[src/design/rcr_pkg.sv]
package rcr_pkg;

  // register indices; byte address is four times the index
  localparam int unsigned IDX_W           = 10;
  localparam logic [9:0]  IDX_CNT_A       = 10'h0B0;
  localparam logic [9:0]  IDX_CNT_B       = 10'h0B5;
  localparam logic [9:0]  IDX_CTRL0       = 10'h0BA;
  localparam logic [9:0]  IDX_CTRL1       = 10'h0BB;
  localparam int unsigned IDX_LSB         = 2;

  // converter_control_0 fields, and the converter_control_1 mode width
  localparam int unsigned RUN_BIT         = 0;
  localparam int unsigned ISEL_BIT        = 1;
  localparam int unsigned SUPPLY_BIT      = 2;
  localparam int unsigned MODE_W          = 4;

  // oscillation mode codes (converter_control_1)
  localparam logic [3:0]  MODE_EXT_IN0    = 4'h0;
  localparam logic [3:0]  MODE_REF_CH0    = 4'h1;
  localparam logic [3:0]  MODE_SNS_CH0    = 4'h2;
  localparam logic [3:0]  MODE_SER_CH0    = 4'h3;
  localparam logic [3:0]  MODE_CAP_CH0    = 4'h4;
  localparam logic [3:0]  MODE_REF_CH1    = 4'h5;
  localparam logic [3:0]  MODE_SNS_CH1    = 4'h6;
  localparam logic [3:0]  MODE_EXT_IN1    = 4'h7;

  // counter layouts and limits
  localparam int unsigned CNT_A_W         = 20;
  localparam int unsigned DIGITS          = 5;
  localparam logic [3:0]  DIGIT_MAX       = 4'h9;
  localparam logic [3:0]  TOP_DIGIT_MAX   = 4'h7;
  localparam int unsigned CNT_B_W         = 14;
  localparam logic [13:0] CNT_B_MAX       = 14'h3FFF;
  localparam logic [13:0] CNT_B_ONE       = 14'h0001;

  localparam logic [31:0] RESET_WORD      = 32'h0000_0000;
  localparam int unsigned HTRANS_ACT_BIT  = 1;
  localparam logic        HRESP_OKAY      = 1'b0;

  typedef struct packed {
    logic ref_res_ch0;
    logic sensor_res_ch0;
    logic series_res_ch0;
    logic ref_cap_ch0;
    logic sensor_cap_ch0;
    logic ref_res_ch1;
    logic sensor_res_ch1;
    logic ref_cap_ch1;
    logic ext_in_ch0;
    logic ext_in_ch1;
  } rcr_osc_drive_t;

  typedef enum logic [1:0] {
    BUS_IDLE    = 2'b00,
    BUS_RD_WAIT = 2'b01,
    BUS_RD_OUT  = 2'b11,
    BUS_WRITE   = 2'b10
  } rcr_bus_state_t;

endpackage

[src/design/rcr_edge_sync.sv]
`timescale 1ns/1ns
module rcr_edge_sync (
  input  wire logic core_clk_i,
  input  wire logic arst_n_i,
  input  wire logic async_i,
  output logic      rise_o
);

  typedef struct packed {
    logic meta;
    logic sync;
    logic last;
  } rcr_sync_state_t;

  rcr_sync_state_t state_reg;
  rcr_sync_state_t state_next;

  always_comb
  begin
    state_next      = state_reg;
    state_next.meta = async_i;
    state_next.sync = state_reg.meta;
    state_next.last = state_reg.sync;
  end

  always_ff @(posedge core_clk_i or negedge arst_n_i)
  begin
    if (!arst_n_i)
      state_reg <= '0;
    else
      state_reg <= state_next;
  end

  // rising edge seen only past the second stage
  assign rise_o = state_reg.sync & ~state_reg.last;

endmodule

[src/design/rcr_ratio_counter.sv]
// Overview of operation
// mode field picks oscillator resistor/capacitor pair.
// select 0: counter A gates, B counts.
// select 1: counter B gates, A counts.
// software preloads A with 80000 minus gate.
// software clears B before A-gated run.
// software preloads B with 4000H minus gate.
// software clears A before B-gated run.
// software sets supply switch before run.
// software waits 120 us before run.
// preload, clear, mode in any order first.
// count-on follows run; counting needs it.
// A overflow ends A-gated run, raises irq.
// A-gated: oscillator and B run with count-on.
// B overflow ends B-gated run, raises irq.
// B-gated: A counts clock from count-on.
// software pairs reference and sensor runs.
// counter A decade, wraps after 79999.
// counter B 14-bit, wraps after 16383.
// no conversion while supply switch is 0.
// run bit reads back measurement in progress.
// count-on drops with run; counters hold.
//
// Design decisions made here: the register addresses and the AHB-Lite register port.
`timescale 1ns/1ns
module rcr_ratio_counter (
  input  wire logic               core_clk_i,
  input  wire logic               arst_n_i,
  input  wire logic               hsel_i,
  input  wire logic [31:0]        haddr_i,
  input  wire logic [1:0]         htrans_i,
  input  wire logic               hwrite_i,
  input  wire logic [2:0]         hsize_i,
  input  wire logic [31:0]        hwdata_i,
  input  wire logic               hready_i,
  output logic      [31:0]        hrdata_o,
  output logic                    hreadyout_o,
  output logic                    hresp_o,
  input  wire logic               rc_osc_clock_i,
  output rcr_pkg::rcr_osc_drive_t osc_drive_o,
  output logic                    osc_run_o,
  output logic                    count_on_o,
  output logic                    converter_irq_o
);

  typedef struct packed {
    rcr_pkg::rcr_bus_state_t bus_st;
    logic [9:0]              dp_idx;
    logic [31:0]             rdata;
    logic                    run;
    logic                    isel;
    logic                    supply;
    logic [3:0]              mode;
    logic [19:0]             cnt_a;
    logic [13:0]             cnt_b;
    logic                    count_on;
    logic                    irq;
    rcr_pkg::rcr_osc_drive_t drive;
  } rcr_state_t;

  rcr_state_t state_reg;
  rcr_state_t state_next;
  logic       osc_rise;

  rcr_edge_sync u_osc_sync (
    .core_clk_i (core_clk_i),
    .arst_n_i   (arst_n_i),
    .async_i    (rc_osc_clock_i),
    .rise_o     (osc_rise)
  );

  // decimal increment; low digits 0..9, top digit 0..7
  function automatic logic [19:0] bcd_inc(input logic [19:0] val);
    logic [19:0] res;
    logic        carry;
    res   = val;
    carry = 1'b1;
    for (int d = 0; d < rcr_pkg::DIGITS; d++)
    begin
      if (carry)
      begin
        if (res[d*4 +: 4] == ((d == rcr_pkg::DIGITS - 1) ? rcr_pkg::TOP_DIGIT_MAX : rcr_pkg::DIGIT_MAX))
          res[d*4 +: 4] = 4'h0;
        else
        begin
          res[d*4 +: 4] = res[d*4 +: 4] + 4'h1;
          carry         = 1'b0;
        end
      end
    end
    return res;
  endfunction

  function automatic logic bcd_is_max(input logic [19:0] val);
    logic m;
    m = (val[19:16] == rcr_pkg::TOP_DIGIT_MAX);
    for (int d = 0; d < rcr_pkg::DIGITS - 1; d++)
      m = m & (val[d*4 +: 4] == rcr_pkg::DIGIT_MAX);
    return m;
  endfunction

  function automatic rcr_pkg::rcr_osc_drive_t osc_decode(input logic [3:0] mode);
    rcr_pkg::rcr_osc_drive_t drv;
    drv = '0;
    unique case (mode)
      rcr_pkg::MODE_EXT_IN0: drv.ext_in_ch0 = 1'b1;
      rcr_pkg::MODE_REF_CH0:
      begin
        drv.ref_res_ch0 = 1'b1;
        drv.ref_cap_ch0 = 1'b1;
      end
      rcr_pkg::MODE_SNS_CH0:
      begin
        drv.sensor_res_ch0 = 1'b1;
        drv.ref_cap_ch0    = 1'b1;
      end
      rcr_pkg::MODE_SER_CH0:
      begin
        drv.series_res_ch0 = 1'b1;
        drv.ref_cap_ch0    = 1'b1;
      end
      rcr_pkg::MODE_CAP_CH0:
      begin
        drv.ref_res_ch0    = 1'b1;
        drv.sensor_cap_ch0 = 1'b1;
      end
      rcr_pkg::MODE_REF_CH1:
      begin
        drv.ref_res_ch1 = 1'b1;
        drv.ref_cap_ch1 = 1'b1;
      end
      rcr_pkg::MODE_SNS_CH1:
      begin
        drv.sensor_res_ch1 = 1'b1;
        drv.ref_cap_ch1    = 1'b1;
      end
      rcr_pkg::MODE_EXT_IN1: drv.ext_in_ch1 = 1'b1;
      // codes with the top bit set leave every pin idle
      default: drv = '0;
    endcase
    return drv;
  endfunction

  function automatic logic [31:0] read_mux(input logic [9:0] idx, input rcr_state_t s);
    logic [31:0] w;
    w = rcr_pkg::RESET_WORD;
    if (idx == rcr_pkg::IDX_CTRL0)
    begin
      w[rcr_pkg::RUN_BIT]    = s.run;
      w[rcr_pkg::ISEL_BIT]   = s.isel;
      w[rcr_pkg::SUPPLY_BIT] = s.supply;
    end
    else if (idx == rcr_pkg::IDX_CTRL1)
      w[rcr_pkg::MODE_W-1:0] = s.mode;
    else if (idx == rcr_pkg::IDX_CNT_A)
      w[rcr_pkg::CNT_A_W-1:0] = s.cnt_a;
    else if (idx == rcr_pkg::IDX_CNT_B)
      w[rcr_pkg::CNT_B_W-1:0] = s.cnt_b;
    return w;
  endfunction

  always_comb
  begin
    logic count_en;
    logic ovf_a;
    logic ovf_b;
    logic gate_ovf;
    logic accept;
    state_next = state_reg;
    state_next.irq = 1'b0;
    count_en = state_reg.count_on & state_reg.run & state_reg.supply;
    ovf_a    = count_en & bcd_is_max(state_reg.cnt_a);
    ovf_b    = count_en & osc_rise & (state_reg.cnt_b == rcr_pkg::CNT_B_MAX);
    gate_ovf = state_reg.isel ? ovf_b : ovf_a;
    accept   = hsel_i & hready_i & htrans_i[rcr_pkg::HTRANS_ACT_BIT];

    // both counters run together; the select only picks the gate
    if (count_en)
    begin
      state_next.cnt_a = bcd_inc(state_reg.cnt_a);
      if (osc_rise)
        state_next.cnt_b = state_reg.cnt_b + rcr_pkg::CNT_B_ONE;
    end
    if (gate_ovf)
    begin
      state_next.run = 1'b0;
      state_next.irq = 1'b1;
    end

    unique case (state_reg.bus_st)
      rcr_pkg::BUS_RD_WAIT:
      begin
        state_next.rdata  = read_mux(state_reg.dp_idx, state_reg);
        state_next.bus_st = rcr_pkg::BUS_RD_OUT;
      end
      rcr_pkg::BUS_IDLE,
      rcr_pkg::BUS_RD_OUT,
      rcr_pkg::BUS_WRITE:
      begin
        // software write wins over the same-cycle hardware update
        if (state_reg.bus_st == rcr_pkg::BUS_WRITE)
        begin
          if (state_reg.dp_idx == rcr_pkg::IDX_CTRL0)
          begin
            state_next.supply = hwdata_i[rcr_pkg::SUPPLY_BIT];
            state_next.isel   = hwdata_i[rcr_pkg::ISEL_BIT];
            state_next.run    = hwdata_i[rcr_pkg::RUN_BIT] & hwdata_i[rcr_pkg::SUPPLY_BIT];
          end
          else if (state_reg.dp_idx == rcr_pkg::IDX_CTRL1)
            state_next.mode = hwdata_i[rcr_pkg::MODE_W-1:0];
          else if (state_reg.dp_idx == rcr_pkg::IDX_CNT_A)
            state_next.cnt_a = hwdata_i[rcr_pkg::CNT_A_W-1:0];
          else if (state_reg.dp_idx == rcr_pkg::IDX_CNT_B)
            state_next.cnt_b = hwdata_i[rcr_pkg::CNT_B_W-1:0];
        end
        if (accept)
        begin
          state_next.dp_idx = haddr_i[rcr_pkg::IDX_LSB +: rcr_pkg::IDX_W];
          state_next.bus_st = hwrite_i ? rcr_pkg::BUS_WRITE : rcr_pkg::BUS_RD_WAIT;
        end
        else
          state_next.bus_st = rcr_pkg::BUS_IDLE;
      end
    endcase

    // count-on follows run one clock later and drops with the gate overflow
    state_next.count_on = state_reg.run & state_reg.supply & ~gate_ovf & state_next.run;
    state_next.drive    = state_next.count_on ? osc_decode(state_reg.mode) : '0;
  end

  always_ff @(posedge core_clk_i or negedge arst_n_i)
  begin
    if (!arst_n_i)
      state_reg <= '0;
    else
      state_reg <= state_next;
  end

  assign hrdata_o        = state_reg.rdata;
  assign hreadyout_o     = (state_reg.bus_st != rcr_pkg::BUS_RD_WAIT);
  assign hresp_o         = rcr_pkg::HRESP_OKAY;
  assign osc_drive_o     = state_reg.drive;
  assign osc_run_o       = state_reg.count_on;
  assign count_on_o      = state_reg.count_on;
  assign converter_irq_o = state_reg.irq;

  wire unused_ok = &{1'b0, hsize_i, haddr_i[31:12], haddr_i[1:0], htrans_i[0]};

endmodule

[config.mk]
export PLATFORM = sky130hd
export DESIGN_NAME = rcr_ratio_counter
export DESIGN_NICKNAME = d
export VERILOG_FILES = /design/src/design/rcr_pkg.sv /design/src/design/rcr_edge_sync.sv /design/src/design/rcr_ratio_counter.sv
export SDC_FILE = /design/constraint.sdc
export NUM_CORES = 1
export LEC_CHECK = 0
export BUFFER_PORTS_ARGS = -buffer_cell sky130_fd_sc_hd__buf_4
export CAP_MARGIN = 20
export CELL_PAD_IN_SITES_DETAIL_PLACEMENT = 1
export CELL_PAD_IN_SITES_GLOBAL_PLACEMENT = 2
export CORE_MARGIN = 3
export CORE_UTILIZATION = 34
export DETAILED_ROUTE_END_ITERATION = 8
export PLACE_DENSITY_LB_ADDON = 0.3
export SYNTH_ARGS = -nofsm -noshare
export SYNTH_HDL_FRONTEND = slang
export SYNTH_SLANG_ARGS = --single-unit
[constraint.sdc]
create_clock -name core_clk_i -period 3.6 [get_ports core_clk_i]
set_input_delay 0.18 -clock core_clk_i [delete_from_list [all_inputs] [get_ports core_clk_i]]
set_output_delay 0.18 -clock core_clk_i [all_outputs]
set_load 0.03 [all_outputs]
==> run summary <==
Routed WL per cell: 17.6 µm
Worst skew pair latency: 0.34 ns
Diode count: 0
Actual slew at the worst max-slew pin: 0.937 ns
H-tree levels: 3
Slowest-stage cell, CP: nor4_1
Gr busiest metal: met2
Largest net degree at the start of global routing: 55
Crit path max-delay family: simple AND/OR/NAND/NOR gates
Clock buffer count from CTS: 9
Final max-slew violation count: 0
EDFF count, synth: 0
DP Area: 0.00494 mm²
Hold wc startpoint: hwrite_i
Relative slew margins: 36.9%
Worst Setup Start Kind: register
Post-Route WL: 11900 µm
Total GRT Usage: 17.1%
DRT iter0 DRCs: 183
Pwr dens: 552 mW/mm²
Vias in the first global route: 3584
Routed Antenna Nets: 0
1st-pass router iterations: 4
Max cap viols: 0
First-pass GRT wire length: 19400 µm
CTS max path bufs: 2
Mean Syn Cell Area: 9.78 µm²
Synthesis-to-layout area growth: 16.9%
Initial antenna violation count: 0
Min Tclk post-route: 2.50 ns
Seq/Total Area, Yosys: 48.6%
Io pins: 122
FFs w/ async S/R, synth: 100%
Peak VDD IR: 0.238 mV
Static Leak: 2.32 nW
Final GP Congestion: 0.815
Die height: 121 µm
Ys flop type: dfrtp_1
Largest register FFs: 53
Via count: 3477
Synth warn: 0
Hold slack: 0.0395 ns
Total grt overflow: 0
Critical Path Source: count_on_o$_DFF_PN0_
Met1 Use GR: 24.7%
Tcrit/Tclk final: 69.4%
Hold Crit Class: in2reg
Synth unique cells: 50
Critical path class: reg2reg
Netlist Area Pre-Place: 0.00453 mm²
Critical path peak fanout: 7
Cell area after layout: 0.00529 mm²
Setup TNS: 0 ns
#FFs+latches synth: 88
Worst-path clk slew: 0.06 ns
Clock Root Buffer: clkbuf_16
Final Hold Viols: 0
Share of post-route cells with drive strength above 1: 22.7%
# resized after CTS: 0
Worst path bufs/invs: 0
R2r startpoint: count_on_o$_DFF_PN0_
CTS tree: done
Setup violations, final: 0
FMAX: 400 MHz
Status: finished clean
Crit end category: register
Standard-cell rows: 41
Crit-path cells: nand3b_1, nor4_1, a41oi_1, nand4_1, nor2_1
Post-DP HPWL: 8800 µm
Die width: 121 µm
Nets: 578
RSZ-0062 raised after global routing: no
DRC: 0
Vias per std cell: 5.13
WP data required: 3.82 ns
Synth Instances: 463
Clk_skew: 0.00499 ns
# clock sinks: 88
Critical path arrival: 2.72 ns
Max incr delay on CP: 0.88 ns
Port-buffer cells: 70
Core ar.: 0.0128 mm²
DIE AREA: 0.0147 mm²
Initial Util: 35.3%
Met2 Use GR: 25.7%
GR Layer Usage met3: 3.17%
[timing repair]
action,4_1_cts,5_1_grt
endpoints found under the hold margin,54,0
hold buffers,2,0
buffers inserted,0,0
[layout make-up]
class                   count  area, µm²
clock inverters             4       76.3
inverters                   8       30.0
multi-input cells         319       1940
well taps                 172        215
flip-flops and latches     88       2200
clock buffers              12        256
repair buffers             75        568
fillers                  1468       7530
[cell usage after synthesis, types with 13 or more instances]
cell     count  area, µm²
dfrtp_1     88       2200
nor2_1      56        210
buf_4       45        338
nand2_1     45        169
a21oi_1     25        125
nand3_1     25        125
mux2_2      17        191
o21ai_0     14       70.1
xnor2_1     13        114
xor2_1      13        114
[metrics by stage]
stage	total power (W)	utilization, %	worst slack, ns	cells
after global placement	0.00188	38.5	1.18	660
after floorplan	0.00174	-	1.65	475
after detailed placement	0.00191	38.5	1.11	660
final	0.00292	41.3	1.10	678
after global routing	0.00307	41.3	0.950	678
after CTS	0.00296	41.3	1.10	678
[worst register-to-register path, cell delays in order (launching register included)]
cell and delay (ns):
dfrtp_1 0.50, nand3b_1 0.29, nor4_1 0.88, a41oi_1 0.32, nand4_1 0.29, nor2_1 0.09
[path summary, 6_finish.rpt]
path / end / slack [ns] / cells past startpoint
min in group asynchronous: hrdata_o[18]$_DFFE_PN0N_ / 0.43 / 2
hold reg to reg: u_osc_sync.state_next[0]$_DFF_PN0_ / 0.36 / 0
hold / removal: state_reg[95]$_DFF_PN0_ / 0.04 / 2
max in group asynchronous: state_reg[96]$_DFF_PN0_ / 2.20 / 3
setup reg to reg: osc_drive_o[3]$_DFF_PN0_ / 1.10 / 5
setup / recovery: osc_drive_o[3]$_DFF_PN0_ / 1.10 / 5
[kinds of logic after synthesis]
kind of cell,share of synthesized area (%)
simple gates,20.6
flops,48.6
compound gates,9.92
buf+inv,9.42
xor+xnor,5.03
mux,5.78
fa+ha+maj,0.553
other cells,0.0828
[power by group]
group	internal, W	total [W]	switching, W
sequential	0.00112	0.00125	0.000130
clock	0.000648	0.00104	0.000394
combinational	0.000253	0.000631	0.000378
[metal layers]
layer | routed length, µm | up-vias
met2 | 5350 | 74
met4 | 228 | 0
met3 | 435 | 14
met5 | 0 | -
met1 | 5900 | 1744
li1 | - | 1645
[layout by cell type, fill, tap and decap left out, drive strengths merged, types with 3 or more instances in the layout]
| master | instances |
|---|---|
| nor2b | 4 |
| nand4bb | 3 |
| nand2 | 45 |
| a31oi | 4 |
| buf | 73 |
| inv | 8 |
| mux2i | 7 |
| and3 | 4 |
| o22ai | 3 |
| nor3 | 11 |
| nand3b | 3 |
| a22oi | 4 |
| nand3 | 25 |
| clkbuf | 12 |
| a221oi | 10 |
| dfrtp | 88 |
| conb | 13 |
| a22o | 3 |
| a21oi | 25 |
| xor2 | 13 |
| o21ai | 14 |
| xnor2 | 13 |
| nand4 | 9 |
| nor4 | 7 |
| mux2 | 17 |
| nor2 | 56 |
Power figures use the tool's default switching activity.
